--- src/serial_ctrl_pkg.sv ---
// shared constants for the serial control register block
package serial_ctrl_pkg;
    // ------------------------------------------------------------
    // register byte addresses
    // ------------------------------------------------------------
    localparam logic [3:0] ADDR_FORMAT = 4'h0;
    localparam logic [3:0] ADDR_TXRX = 4'h4;
    localparam logic [3:0] ADDR_NINTH = 4'h8;
    localparam logic [3:0] ADDR_STATUS = 4'hc;
    // ------------------------------------------------------------
    // field positions
    // ------------------------------------------------------------
    // format register
    localparam int FMT_MODULE_ON = 6;
    localparam int FMT_CHAR_LEN = 4;
    localparam int FMT_RESUME = 3;
    localparam int FMT_PARITY_ON = 1;
    localparam int FMT_PARITY_ODD = 0;
    // transmit/receive control register
    localparam int TXR_TX_EMPTY_IE = 7;
    localparam int TXR_TX_DONE_IE = 6;
    localparam int TXR_RX_FULL_IE = 5;
    localparam int TXR_IDLE_IE = 4;
    localparam int TXR_TX_ENABLE = 3;
    localparam int TXR_RX_ON = 2;
    localparam int TXR_STANDBY = 1;
    localparam int TXR_BREAK = 0;
    // ninth bit and error enable register
    localparam int NB_RX_NINTH = 7;
    localparam int NB_TX_NINTH = 6;
    localparam int NB_OVERRUN_IE = 3;
    localparam int NB_NOISE_IE = 2;
    localparam int NB_FRAMING_IE = 1;
    localparam int NB_PARITY_IE = 0;
    // ------------------------------------------------------------
    // reset values and frame sizes
    // ------------------------------------------------------------
    localparam logic [7:0] FORMAT_RESET = 8'h00;
    localparam logic [7:0] TXRX_RESET = 8'h00;
    localparam logic [5:0] ERR_IE_RESET = 6'h00;
    localparam logic [3:0] FRAME_BITS_SHORT = 4'ha;
    localparam logic [3:0] FRAME_BITS_LONG = 4'hb;
    localparam logic [1:0] AXI_OKAY = 2'h0;
    localparam logic [1:0] AXI_SLVERR = 2'h2;
    // transmitter phases
    typedef enum logic [1:0] {
        TX_IDLE = 2'b00,
        TX_PREAMBLE = 2'b01,
        TX_BREAK = 2'b10,
        TX_STOP_ONE = 2'b11
    } tx_phase_t;
endpackage : serial_ctrl_pkg

--- src/async_serial_ctrl_regs.sv ---
// control registers and frame sequencing of an asynchronous serial transceiver
//
// Local design decisions: the AXI4-Lite slave port and the register addresses.
`timescale 1ns/1ps
module async_serial_ctrl_regs (
    // clock and reset
    input wire logic MCLK,
    input wire logic RESET,
    // axi4-lite write address and data
    input wire logic [3:0] AWADDR,
    input wire logic AWVALID,
    output logic AWREADY,
    input wire logic [31:0] WDATA,
    input wire logic [3:0] WSTRB,
    input wire logic WVALID,
    output logic WREADY,
    // axi4-lite write response
    output logic [1:0] BRESP,
    output logic BVALID,
    input wire logic BREADY,
    // axi4-lite read
    input wire logic [3:0] ARADDR,
    input wire logic ARVALID,
    output logic ARREADY,
    output logic [31:0] RDATA,
    output logic [1:0] RRESP,
    output logic RVALID,
    input wire logic RREADY,
    // status flags from the transceiver core
    input wire logic TX_BUF_EMPTY_FLAG,
    input wire logic TX_COMPLETE_FLAG,
    input wire logic RX_FULL_FLAG,
    input wire logic LINE_QUIET_FLAG,
    input wire logic OVERRUN_FLAG,
    input wire logic NOISE_FLAG,
    input wire logic FRAME_ERR_FLAG,
    input wire logic PARITY_FAULT_FLAG,
    // receive path: character moved into the data buffer
    input wire logic RX_LOAD,
    input wire logic [8:0] RX_CHAR,
    // transmit path: data buffer moved into the shift register
    input wire logic TX_LOAD,
    input wire logic BIT_TICK,
    input wire logic CHAR_BUSY,
    // control outputs
    output logic MODULE_ON,
    output logic CHAR_LEN_SEL,
    output logic PARITY_ON,
    output logic PARITY_ODD_SEL,
    output logic RX_ON,
    output logic TX_NINTH_LOADED,
    output logic SERIAL_OUT_PIN,
    // interrupt requests
    output logic TX_IRQ,
    output logic RX_IRQ,
    output logic ERR_IRQ
);
    // ------------------------------------------------------------
    // register state
    // ------------------------------------------------------------
    logic [7:0] format_reg;
    logic [7:0] irq_txrx_control;
    logic [5:0] err_ie;
    logic tx_ninth_bit;
    logic rx_ninth_bit;
    logic aw_held;
    logic w_held;
    logic [3:0] aw_addr;
    logic [7:0] w_data;
    logic w_lane0;
    logic do_write;
    logic tx_enable;
    logic send_break_ctl;
    logic rx_standby;
    serial_ctrl_pkg::tx_phase_t tx_phase;
    logic [3:0] bit_count;
    logic [3:0] frame_bits;
    logic queue_idle;
    logic tx_enable_d;
    logic wake_event;
    logic standby_set;

    assign tx_enable = irq_txrx_control[serial_ctrl_pkg::TXR_TX_ENABLE];
    assign send_break_ctl = irq_txrx_control[serial_ctrl_pkg::TXR_BREAK];
    assign rx_standby = irq_txrx_control[serial_ctrl_pkg::TXR_STANDBY];
    assign frame_bits = format_reg[serial_ctrl_pkg::FMT_CHAR_LEN] ?
        serial_ctrl_pkg::FRAME_BITS_LONG : serial_ctrl_pkg::FRAME_BITS_SHORT;

    // ------------------------------------------------------------
    // axi4-lite write channel
    // ------------------------------------------------------------
    // address and data are captured independently so either may come first
    assign AWREADY = !aw_held && !BVALID;
    assign WREADY = !w_held && !BVALID;
    assign do_write = aw_held && w_held && !BVALID;

    always_ff @(posedge MCLK or posedge RESET) begin
        if (RESET) begin
            aw_held <= 1'b0;
            w_held <= 1'b0;
            aw_addr <= 4'h0;
            w_data <= 8'h00;
            w_lane0 <= 1'b0;
            BVALID <= 1'b0;
            BRESP <= serial_ctrl_pkg::AXI_OKAY;
        end else begin
            if (AWVALID && AWREADY) begin
                aw_held <= 1'b1;
                aw_addr <= AWADDR;
            end
            if (WVALID && WREADY) begin
                w_held <= 1'b1;
                w_data <= WDATA[7:0];
                w_lane0 <= WSTRB[0];
            end
            if (do_write) begin
                aw_held <= 1'b0;
                w_held <= 1'b0;
                BVALID <= 1'b1;
                // the status word and unknown offsets refuse writes
                BRESP <= (aw_addr == serial_ctrl_pkg::ADDR_FORMAT ||
                          aw_addr == serial_ctrl_pkg::ADDR_TXRX ||
                          aw_addr == serial_ctrl_pkg::ADDR_NINTH) ?
                         serial_ctrl_pkg::AXI_OKAY : serial_ctrl_pkg::AXI_SLVERR;
            end else if (BVALID && BREADY) begin
                BVALID <= 1'b0;
            end
        end
    end

    // ------------------------------------------------------------
    // format register
    // ------------------------------------------------------------
    always_ff @(posedge MCLK or posedge RESET) begin
        if (RESET) begin
            format_reg <= serial_ctrl_pkg::FORMAT_RESET;
        end else if (do_write && w_lane0 && aw_addr == serial_ctrl_pkg::ADDR_FORMAT) begin
            // parity sense is taken as written; a mid-character change is software's risk
            format_reg <= w_data;
        end
    end

    assign MODULE_ON = format_reg[serial_ctrl_pkg::FMT_MODULE_ON];
    assign CHAR_LEN_SEL = format_reg[serial_ctrl_pkg::FMT_CHAR_LEN];
    assign PARITY_ON = format_reg[serial_ctrl_pkg::FMT_PARITY_ON];
    assign PARITY_ODD_SEL = format_reg[serial_ctrl_pkg::FMT_PARITY_ODD];
    assign RX_ON = irq_txrx_control[serial_ctrl_pkg::TXR_RX_ON];

    // ------------------------------------------------------------
    // standby wake detection
    // ------------------------------------------------------------
    // address mark looks at the top bit of whatever character length is active
    assign wake_event = format_reg[serial_ctrl_pkg::FMT_RESUME] ?
        (RX_LOAD && (CHAR_LEN_SEL ? RX_CHAR[8] : RX_CHAR[7])) :
        LINE_QUIET_FLAG;
    assign standby_set = do_write && w_lane0 && aw_addr == serial_ctrl_pkg::ADDR_TXRX &&
        w_data[serial_ctrl_pkg::TXR_STANDBY];

    // ------------------------------------------------------------
    // transmit/receive control register
    // ------------------------------------------------------------
    always_ff @(posedge MCLK or posedge RESET) begin
        if (RESET) begin
            irq_txrx_control <= serial_ctrl_pkg::TXRX_RESET;
        end else begin
            if (do_write && w_lane0 && aw_addr == serial_ctrl_pkg::ADDR_TXRX) begin
                // enables are stored as written; software keeps them still while off
                irq_txrx_control <= w_data;
            end
            // a software write of the standby bit wins over wake in the same cycle
            if (rx_standby && wake_event && !standby_set) begin
                irq_txrx_control[serial_ctrl_pkg::TXR_STANDBY] <= 1'b0;
            end
        end
    end

    // ------------------------------------------------------------
    // ninth bit and error enable register
    // ------------------------------------------------------------
    always_ff @(posedge MCLK or posedge RESET) begin
        if (RESET) begin
            err_ie <= serial_ctrl_pkg::ERR_IE_RESET;
        end else if (do_write && w_lane0 && aw_addr == serial_ctrl_pkg::ADDR_NINTH) begin
            err_ie <= w_data[5:0];
        end
    end

    // the ninth bits keep their value through reset, so no reset branch
    always_ff @(posedge MCLK) begin
        if (do_write && w_lane0 && aw_addr == serial_ctrl_pkg::ADDR_NINTH) begin
            tx_ninth_bit <= w_data[serial_ctrl_pkg::NB_TX_NINTH];
        end
        if (RX_LOAD) begin
            rx_ninth_bit <= CHAR_LEN_SEL ? RX_CHAR[8] : RX_CHAR[7];
        end
    end

    // transmit bit 8 is latched with the data buffer into the shifter
    always_ff @(posedge MCLK or posedge RESET) begin
        if (RESET) begin
            TX_NINTH_LOADED <= 1'b0;
        end else if (TX_LOAD) begin
            TX_NINTH_LOADED <= CHAR_LEN_SEL & tx_ninth_bit;
        end
    end

    // ------------------------------------------------------------
    // transmit line sequencing: preamble, idle, break
    // ------------------------------------------------------------
    // a character owned by the core shifter has priority; this logic only
    // drives the line between characters, one bit per BIT_TICK
    always_ff @(posedge MCLK or posedge RESET) begin
        if (RESET) begin
            tx_phase <= serial_ctrl_pkg::TX_IDLE;
            bit_count <= 4'h0;
            queue_idle <= 1'b0;
            tx_enable_d <= 1'b0;
        end else begin
            tx_enable_d <= tx_enable;
            // off then on while busy queues exactly one idle character
            if (CHAR_BUSY && !tx_enable_d && tx_enable) begin
                queue_idle <= 1'b1;
            end
            case (tx_phase)
                serial_ctrl_pkg::TX_IDLE: begin
                    if (!CHAR_BUSY && send_break_ctl && tx_enable) begin
                        // a break requested before the preamble replaces it
                        tx_phase <= serial_ctrl_pkg::TX_BREAK;
                        bit_count <= 4'h0;
                    end else if (!CHAR_BUSY && tx_enable && (!tx_enable_d || queue_idle)) begin
                        tx_phase <= serial_ctrl_pkg::TX_PREAMBLE;
                        bit_count <= 4'h0;
                        queue_idle <= 1'b0;
                    end
                end
                serial_ctrl_pkg::TX_PREAMBLE: begin
                    if (BIT_TICK) begin
                        if (bit_count == frame_bits - 4'h1) begin
                            tx_phase <= serial_ctrl_pkg::TX_IDLE;
                        end else begin
                            bit_count <= bit_count + 4'h1;
                        end
                    end
                end
                serial_ctrl_pkg::TX_BREAK: begin
                    if (BIT_TICK) begin
                        if (bit_count == frame_bits - 4'h1) begin
                            bit_count <= 4'h0;
                            // held break repeats with no ones between
                            if (!send_break_ctl) begin
                                tx_phase <= serial_ctrl_pkg::TX_STOP_ONE;
                            end
                        end else begin
                            bit_count <= bit_count + 4'h1;
                        end
                    end
                end
                serial_ctrl_pkg::TX_STOP_ONE: begin
                    if (BIT_TICK) begin
                        tx_phase <= serial_ctrl_pkg::TX_IDLE;
                    end
                end
                default: begin
                    tx_phase <= serial_ctrl_pkg::TX_IDLE;
                end
            endcase
        end
    end

    // line level: break low, everything else high; idle high when disabled
    always_ff @(posedge MCLK or posedge RESET) begin
        if (RESET) begin
            SERIAL_OUT_PIN <= 1'b1;
        end else begin
            SERIAL_OUT_PIN <= (tx_phase != serial_ctrl_pkg::TX_BREAK);
        end
    end

    // ------------------------------------------------------------
    // interrupt requests
    // ------------------------------------------------------------
    always_ff @(posedge MCLK or posedge RESET) begin
        if (RESET) begin
            TX_IRQ <= 1'b0;
            RX_IRQ <= 1'b0;
            ERR_IRQ <= 1'b0;
        end else begin
            TX_IRQ <= (TX_BUF_EMPTY_FLAG & irq_txrx_control[serial_ctrl_pkg::TXR_TX_EMPTY_IE]) |
                      (TX_COMPLETE_FLAG & irq_txrx_control[serial_ctrl_pkg::TXR_TX_DONE_IE]);
            RX_IRQ <= !rx_standby &&
                      ((RX_FULL_FLAG && irq_txrx_control[serial_ctrl_pkg::TXR_RX_FULL_IE]) ||
                       (LINE_QUIET_FLAG && irq_txrx_control[serial_ctrl_pkg::TXR_IDLE_IE]));
            ERR_IRQ <= !rx_standby &&
                       ((OVERRUN_FLAG && err_ie[serial_ctrl_pkg::NB_OVERRUN_IE]) ||
                        (NOISE_FLAG && err_ie[serial_ctrl_pkg::NB_NOISE_IE]) ||
                        (FRAME_ERR_FLAG && err_ie[serial_ctrl_pkg::NB_FRAMING_IE]) ||
                        (PARITY_FAULT_FLAG && err_ie[serial_ctrl_pkg::NB_PARITY_IE]));
        end
    end

    // ------------------------------------------------------------
    // axi4-lite read channel
    // ------------------------------------------------------------
    assign ARREADY = !RVALID;

    always_ff @(posedge MCLK or posedge RESET) begin
        if (RESET) begin
            RVALID <= 1'b0;
            RDATA <= 32'h0;
            RRESP <= serial_ctrl_pkg::AXI_OKAY;
        end else if (ARVALID && ARREADY) begin
            RVALID <= 1'b1;
            RRESP <= serial_ctrl_pkg::AXI_OKAY;
            case (ARADDR)
                serial_ctrl_pkg::ADDR_FORMAT: RDATA <= {24'h0, format_reg};
                serial_ctrl_pkg::ADDR_TXRX: RDATA <= {24'h0, irq_txrx_control};
                serial_ctrl_pkg::ADDR_NINTH: RDATA <= {24'h0, rx_ninth_bit, tx_ninth_bit, err_ie};
                serial_ctrl_pkg::ADDR_STATUS: RDATA <= {24'h0, TX_BUF_EMPTY_FLAG,
                    TX_COMPLETE_FLAG, RX_FULL_FLAG, LINE_QUIET_FLAG, OVERRUN_FLAG,
                    NOISE_FLAG, FRAME_ERR_FLAG, PARITY_FAULT_FLAG};
                default: begin
                    RDATA <= 32'h0;
                    RRESP <= serial_ctrl_pkg::AXI_SLVERR;
                end
            endcase
        end else if (RVALID && RREADY) begin
            RVALID <= 1'b0;
        end
    end
endmodule : async_serial_ctrl_regs

--- config.mk ---
export PLATFORM = sky130hd
export DESIGN_NAME = async_serial_ctrl_regs
export DESIGN_NICKNAME = d
export VERILOG_FILES = /design/src/serial_ctrl_pkg.sv /design/src/async_serial_ctrl_regs.sv
export SDC_FILE = /design/constraint.sdc
export NUM_CORES = 1
export LEC_CHECK = 0
export BUFFER_PORTS_ARGS = -buffer_cell sky130_fd_sc_hd__buf_2
export CORE_ASPECT_RATIO = 1.25
export CORE_MARGIN = 8
export CORE_UTILIZATION = 49
export DETAILED_ROUTE_END_ITERATION = 8
export PLACE_DENSITY = 0.8
export REMOVE_ABC_BUFFERS = 1
export SKIP_CTS_REPAIR_TIMING = 1
export SKIP_LAST_GASP = 1
export SYNTH_ARGS = -nofsm -noshare
export SYNTH_HDL_FRONTEND = slang
export SYNTH_SLANG_ARGS = --single-unit
--- constraint.sdc ---
create_clock -name MCLK -period 2.5 [get_ports MCLK]
set_input_delay 0.375 -clock MCLK [delete_from_list [all_inputs] [get_ports MCLK]]
set_output_delay 0.375 -clock MCLK [all_outputs]
set_load 0.05 [all_outputs]
==> results of run 1 <==
per-stage QoR:
step           std cells  hold WS [ns]
2_1_floorplan        232         0.427
3_3_place_gp         384         0.415
3_5_place_dp         384         0.420
4_1_cts              400        0.0637
5_1_grt              400        0.0741
6_report             400        0.0565
kinds of logic (layout without fill, tap and decap cells):
| family | count (synthesis) | after routing | synth area share [%] |
|---|---|---|---|
| compound gates | 37 | 37 | 8.68 |
| fa+ha+maj | 6 | 6 | 2.41 |
| buf+inv | 46 | 98 | 8.92 |
| flops | 64 | 64 | 51.8 |
| mux | 48 | 48 | 21.1 |
| other cells | 1 | 26 | 0.120 |
| simple gates | 36 | 36 | 7.03 |
critical path: stages, from the launching register on:
cell and delay (ns):
dfrtp_1 0.39, nand3b_4 0.19, or4b_4 0.54, or3b_1 0.63, mux2_4 0.39
placed cells by master (no fill, tap or decap), types with 2 or more instances in the layout:
cell type / n
mux4_2: 8
buf_4: 5
clkinv_2: 2
nand2b_1: 2
mux2_4: 8
nor2_1: 5
ha_1: 6
and2b_1: 3
mux2_2: 29
inv_1: 14
edfxtp_1: 2
a22o_1: 9
clkbuf_8: 10
o21ai_0: 11
nand3_1: 5
nand2_1: 9
mux2i_1: 3
o21a_1: 2
a31oi_1: 2
conb_1: 26
dfrtp_1: 61
a22oi_1: 3
a21oi_1: 4
nor3_1: 2
buf_2: 62
clkbuf_1: 3
layout make-up:
class,instances,area share [%]
Tap cell,85,2.95
Sequential cell,64,44.7
Inverter,15,1.56
Clock inverter,3,0.485
Timing Repair Buffer,67,9.64
Clock buffer,13,4.13
Multi-Input combinational cell,153,36.5
metal layers:
| metal | share of wire, % | global-route usage (%) |
|---|---|---|
| met5 | 0 | 0 |
| met3 | 8.5 | 4.31 |
| met2 | 51 | 24.4 |
| met1 | 38 | 15.2 |
| met4 | 1.8 | 8.38 |
report_power, final:
group | internal [mW] | total, mW | switching [mW]
combinational | 0.604 | 1.46 | 0.853
clock | 0.385 | 0.748 | 0.363
sequential | 1.39 | 1.70 | 0.308
total | 2.38 | 3.91 | 1.52
path summary, 6_finish.rpt:
check,cells past startpoint,endpoint
max,4,irq_txrx_control[4]
min,2,BVALID
max reg2reg,4,irq_txrx_control[4]
min reg2reg,2,BRESP[1]
max in group asynchronous,3,w_data[4]
min in group MCLK,2,RVALID
==> impl_table.tex, run 1 <==
\begin{tabular}{lr}
\hline
Metric & Value \\
\hline
\multicolumn{2}{l}{\textbf{Floorplan}} \\
Cell Rows & 32 \\
Width of the chip & a little under 90 um \\
Die Ht & approximately 110 um \\
Initial Utilization & between 50\% and 60\% \\
Die Outline Area & between 9000 and 10000 um\^{}2 \\
Number of ports placed on the die boundary & approximately 120 \\
Core Footprint & 6170 um\^{}2 \\
\multicolumn{2}{l}{\textbf{Synthesis}} \\
Post-synthesis cell count & about 240 \\
Synth cell types & between 40 and 50 \\
EDFF count, synth & 2 \\
Number of storage elements in the synthesis netlist & 64 \\
Syn. warnings & 0 \\
Biggest area consumer among synthesized cells & dfrtp\_1 \\
Post-synthesis async set-or-reset flop share & a little over nine tenths \\
Area share of the largest cell type after synthesis & 49.0\% \\
Mean area per synthesized cell & around 13 um\^{}2 \\
Sequential cell area fraction in the yosys report & between 50\% and 60\% \\
Cell types occupying the most area after synthesis & dfrtp\_1, mux2\_2, buf\_4 \\
Most frequently used cell type in the post-synthesis netlist & dfrtp\_1 \\
Most used standard cells in the synthesized netlist & dfrtp\_1, mux2\_2, buf\_4, inv\_1, o21ai\_0 \\
Most used DFF post-synth & dfrtp\_1 \\
Cell Area, Synth & slightly above 3000 um\^{}2 \\
\multicolumn{2}{l}{\textbf{STA}} \\
Final cycle utilization of the critical path & 90.1\% \\
Final total negative setup slack & 0 ns \\
Worst-Margin Slew & about 0.58 ns \\
Final setup violating endpoints & 0 \\
Slew margin rel. & 61.6\% \\
Final hold violations & 0 \\
Post-layout minimum cycle time & 2.25 ns \\
PnR worst setup slack & around 0.25 ns \\
Final worst clock skew & around 0.0059 ns \\
Upper clock frequency limit & between 400 and 500 MHz \\
Unrepaired setup endpoints after global routing & no \\
Number of slew-limit violations in the final report & 0 \\
\multicolumn{2}{l}{\textbf{Drt}} \\
Initial DRT Pass Iterations & 4 \\
Number of vias in the routed layout & between 2000 and 2500 \\
Detailed Route WL & approximately 6400 um \\
Remaining number of nets flagged by the antenna check after routing & 0 \\
Average detailed-routed wire length per instance & between 15 and 20 um \\
Detail-routed via count per cell & between 5 and 6 \\
Count of unresolved DRC violations after routing & 0 \\
First DRT Iteration DRCs & between 60 and 70 \\
\multicolumn{2}{l}{\textbf{Clock tree}} \\
Number of CTS-inserted buffers & 9 \\
CTS Sinks & 64 \\
Root buffer cell & clkbuf\_8 \\
Clock insertion delay at the later pin of the skew report & around 0.32 ns \\
TritonCTS clock tree & done \\
Max Root-Sink Buffers & 2 \\
H-tree lvl count & 3 \\
Clock edge transition at the registers on the reported setup and hold paths & roughly 0.07 ns \\
\multicolumn{2}{l}{\textbf{Final layout}} \\
Area growth from synthesis to layout & 15.8\% \\
Filler Cell Count & 531 \\
Sequential Area & between 1500 and 2000 um\^{}2 \\
Antenna diode count & 0 \\
Util after Layout & 58.5\% \\
Footprint of the multi-input gates & between 1000 and 1500 um\^{}2 \\
Final layout net count & 388 \\
Finished layout cell area & between 3000 and 4000 um\^{}2 \\
Fraction of layout instances using a drive strength above 1 & about two fifths \\
\multicolumn{2}{l}{\textbf{Setup path}} \\
Peak fanout along the critical path & 8 \\
R2R Path Start & BVALID \\
Data arrival time of the critical path & 2.46 ns \\
Category of the most critical setup path & flop to flop \\
CP Launch Type & flop \\
Data required time of the worst path & about 2.7 ns \\
Register-to-Register Setup Slack & 0.25 ns \\
Setup crit end kind & flop \\
Startpoint of the most critical setup path & BVALID \\
\multicolumn{2}{l}{\textbf{Power}} \\
Post-layout power & slightly below 4 mW \\
Peak VDD IR & $\sim$0.55 mV \\
Power Density & between 1000 and 1500 nW/um\^{}2 \\
Static leakage & approximately 1.8 nW \\
\multicolumn{2}{l}{\textbf{Outcome}} \\
Outcome & finished, final reports clean \\
\multicolumn{2}{l}{\textbf{Global routing}} \\
Global routing usage summed across all routing layers & between 10 and 15\% \\
Number of antenna violations at the first check in global routing & 0 \\
Pin count of the biggest net entering global routing & 24 \\
GRT Residual Overflow & 0 \\
Vias in the first global route & approximately 2100 \\
First-pass GRT wire length & 10300 um \\
\multicolumn{2}{l}{\textbf{Worst hold path}} \\
Class of the most critical hold timing path & input pin to async pin \\
\multicolumn{2}{l}{\textbf{Place}} \\
Sum of net half-perimeters after detailed placement & $\sim$5000 um \\
Post-DP Area & around 3400 um\^{}2 \\
Count of input and output buffers & 62 \\
Routability congestion estimate & slightly above 0.8 \\
Pre-CTS setup slack & $\sim$0.25 ns \\
\multicolumn{2}{l}{\textbf{Job}} \\
Max-cap violations & 0 \\
\hline
\end{tabular}
No activity file was read; power rests on OpenSTA's default activity.
==> run 2, diff against run 1 <==
CORE_MARGIN = not set   (was 8)
==> run 2 against run 1 <==
Effect of this change:
- sequential power about the same
- fmax is 1.5% higher
- sequential share of layout area shrank 0.54 points
- setup slack improved by 0.034 ns
- critical path depth did not move
- wire length shrank 13%
- register-to-register slack improved by 0.03 ns
- clock skew fell by 0.0012 ns
- sequential cell count unchanged
- cell area is 1.2% higher
- global-route usage up 3.8 points
- combinational power is essentially flat
==> impl_table.tex, run 2 (synthesis results as in run 1) <==
\begin{tabular}{lr}
\hline
Metric & Value \\
\hline
\multicolumn{2}{l}{\textbf{Floorplan}} \\
Cell Rows & 32 (unchanged) \\
Initial Utilization & 50.5\% (unchanged) \\
Number of ports placed on the die boundary & 123 (unchanged) \\
Width of the chip & 73.3 um (was 87.3 um) \\
Die Outline Area & 6680 um\^{}2 (was 9180 um\^{}2) \\
Core Footprint & 6170 um\^{}2 (unchanged) \\
Die Ht & 91.2 um (was 105 um) \\
\multicolumn{2}{l}{\textbf{Place}} \\
Pre-CTS setup slack & 0.278 ns (was 0.249 ns) \\
Post-DP Area & 3450 um\^{}2 (was 3440 um\^{}2) \\
Sum of net half-perimeters after detailed placement & 4010 um (was 4950 um) \\
Count of input and output buffers & 62 (unchanged) \\
Routability congestion estimate & 0.805 (was 0.813) \\
\multicolumn{2}{l}{\textbf{Clock tree}} \\
Max Root-Sink Buffers & 2 (unchanged) \\
Number of CTS-inserted buffers & 9 (unchanged) \\
Root buffer cell & clkbuf\_8 (unchanged) \\
CTS Sinks & 64 (unchanged) \\
H-tree lvl count & 3 (unchanged) \\
Clock edge transition at the registers on the reported setup and hold paths & 0.06 ns (was 0.07 ns) \\
TritonCTS clock tree & done (unchanged) \\
Clock insertion delay at the later pin of the skew report & 0.33 ns (was 0.32 ns) \\
\multicolumn{2}{l}{\textbf{Power}} \\
Fraction of power consumed by the clock network & 22.2\% (was 19.1\%) \\
Sequential fraction of design power & 42.0\% (was 43.6\%) \\
Static leakage & 1.83 nW (was 1.81 nW) \\
Peak VDD IR & 0.536 mV (was 0.553 mV) \\
Design internal power & 2.53 mW (was 2.38 mW) \\
Net switching share of the total power & 37.4\% (was 39.0\%) \\
Share of total power in combinational logic & 35.8\% (was 37.3\%) \\
Power spent charging and discharging nets & 1.51 mW (was 1.52 mW) \\
Power Density & 1110 nW/um\^{}2 (was 1080 nW/um\^{}2) \\
\multicolumn{2}{l}{\textbf{STA}} \\
Slew margin rel. & 63.6\% (was 61.6\%) \\
Final worst clock skew & 0.00470 ns (was 0.00588 ns) \\
Final setup violating endpoints & 0 (unchanged) \\
Unrepaired setup endpoints after global routing & no (unchanged) \\
Post-layout minimum cycle time & 2.22 ns (was 2.25 ns) \\
Final cycle utilization of the critical path & 88.7\% (was 90.1\%) \\
Number of slew-limit violations in the final report & 0 (unchanged) \\
Final hold violations & 0 (unchanged) \\
PnR worst setup slack & 0.283 ns (was 0.248 ns) \\
Worst-Margin Slew & 0.546 ns (was 0.576 ns) \\
Upper clock frequency limit & 451 MHz (was 444 MHz) \\
Final total negative setup slack & 0 ns (unchanged) \\
\multicolumn{2}{l}{\textbf{Drt}} \\
First DRT Iteration DRCs & 85 (was 61) \\
Number of vias in the routed layout & 2000 (was 2011) \\
Detailed Route WL & 5540 um (was 6360 um) \\
Count of unresolved DRC violations after routing & 0 (unchanged) \\
Average detailed-routed wire length per instance & 13.9 um (was 15.9 um) \\
Remaining number of nets flagged by the antenna check after routing & 0 (unchanged) \\
Detail-routed via count per cell & 5.03 (about the same) \\
Initial DRT Pass Iterations & 5 (was 4) \\
\multicolumn{2}{l}{\textbf{Setup path}} \\
Data required time of the worst path & 2.72 ns (was 2.71 ns) \\
CP Launch Type & flop (unchanged) \\
Setup crit end kind & flop (unchanged) \\
Startpoint of the most critical setup path & BVALID (unchanged) \\
Data arrival time of the critical path & 2.43 ns (was 2.46 ns) \\
Peak fanout along the critical path & 8 (unchanged) \\
R2R Path Start & BVALID (unchanged) \\
Category of the most critical setup path & flop to flop (unchanged) \\
\multicolumn{2}{l}{\textbf{Global routing}} \\
Pin count of the biggest net entering global routing & 63 (was 24) \\
Number of antenna violations at the first check in global routing & 0 (unchanged) \\
Global routing usage summed across all routing layers & 18.2\% (was 14.4\%) \\
Vias in the first global route & 1852 (was 2146) \\
GRT Residual Overflow & 0 (unchanged) \\
First-pass GRT wire length & 8880 um (was 10300 um) \\
\multicolumn{2}{l}{\textbf{Final layout}} \\
Fraction of layout instances using a drive strength above 1 & 42.5\% (was 41.9\%) \\
Sequential Area & 1610 um\^{}2 (unchanged) \\
Top library cells by usage in the layout, fill and taps aside & buf\_2, dfrtp\_1, mux2\_2 (unchanged) \\
Finished layout cell area & 3650 um\^{}2 (was 3610 um\^{}2) \\
Area growth from synthesis to layout & 17.2\% (was 15.8\%) \\
Footprint of the multi-input gates & 1320 um\^{}2 (unchanged) \\
Filler Cell Count & 519 (was 531) \\
Util after Layout & 59.2\% (was 58.5\%) \\
Antenna diode count & 0 (unchanged) \\
Final layout net count & 387 (was 388) \\
Leading cell type in the layout, fill and taps excluded & buf\_2 (unchanged) \\
\multicolumn{2}{l}{\textbf{Job}} \\
Max-cap violations & 0 (unchanged) \\
\multicolumn{2}{l}{\textbf{Worst hold path}} \\
Class of the most critical hold timing path & input pin to async pin (unchanged) \\
\multicolumn{2}{l}{\textbf{Outcome}} \\
Outcome & finished, final reports clean (unchanged) \\
\hline
\end{tabular}
[run 2: cell types whose count changed in the layout (fill, tap and decap cells not counted)]
| cell | delta |
|---|---|
| clkbuf_1 | -3 |
| buf_4 | -2 |
| clkbuf_8 | +2 |
| buf_12 | +1 |
| bufinv_16 | +1 |
| clkinvlp_4 | -1 |
[run 2: metal layers]
layer | up-vias | track usage, % | wire, um
li1 | 940 | - | -
met1 | 970 | 23.4 | 2410
met2 | 79 | 28.2 | 2750
met3 | 11 | 4.11 | 259
met4 | 0 | 10.4 | 119
met5 | - | 0 | 0
[run 2: stage by stage]
step                      hold WS [ns]  power (mW)  instances
after floorplan                  0.427        2.81        232
after global placement           0.463        3.11        383
after detailed placement         0.465        3.17        383
after CTS                        0.102        4.08        398
after global routing             0.117        4.27        398
final                           0.0888        4.05        398
[run 2: final timing paths]
check,endpoint,depth (start not counted),slack [ns]
worst max register to register,irq_txrx_control[0],4,0.28
worst min-delay path,bit_count[2],3,0.09
worst max-delay path,irq_txrx_control[0],4,0.28
min in group MCLK,RVALID,2,0.21
max in group asynchronous,SERIAL_OUT_PIN,3,2.12
worst min register to register,tx_ninth_bit,0,0.50
[run 2: final cells by class]
cell class | instances | area share [%]
Clock buffer | 12 | 4.52
Tap cell | 85 | 2.91
Timing Repair Buffer | 66 | 9.66
Inverter | 15 | 1.54
Multi-Input combinational cell | 153 | 36.1
Sequential cell | 64 | 44.2
Clock inverter | 3 | 1.10
[run 2: worst max-delay path, cell delays in order (launching register included)]
cell and delay, ns:
dfrtp_1 0.38, nand3b_4 0.18, or4b_4 0.54, or3b_1 0.62, mux2_4 0.38
[run 2: power groups by stage]
stage               Combinational (mW)  Clock (mW)  Sequential [mW]
floorplan                        0.889           0             1.92
global placement                  1.42           0             1.70
detailed placement                1.46           0             1.72
CTS                               1.46       0.917             1.70
global route                      1.56       0.957             1.75
finish                            1.45       0.898             1.70
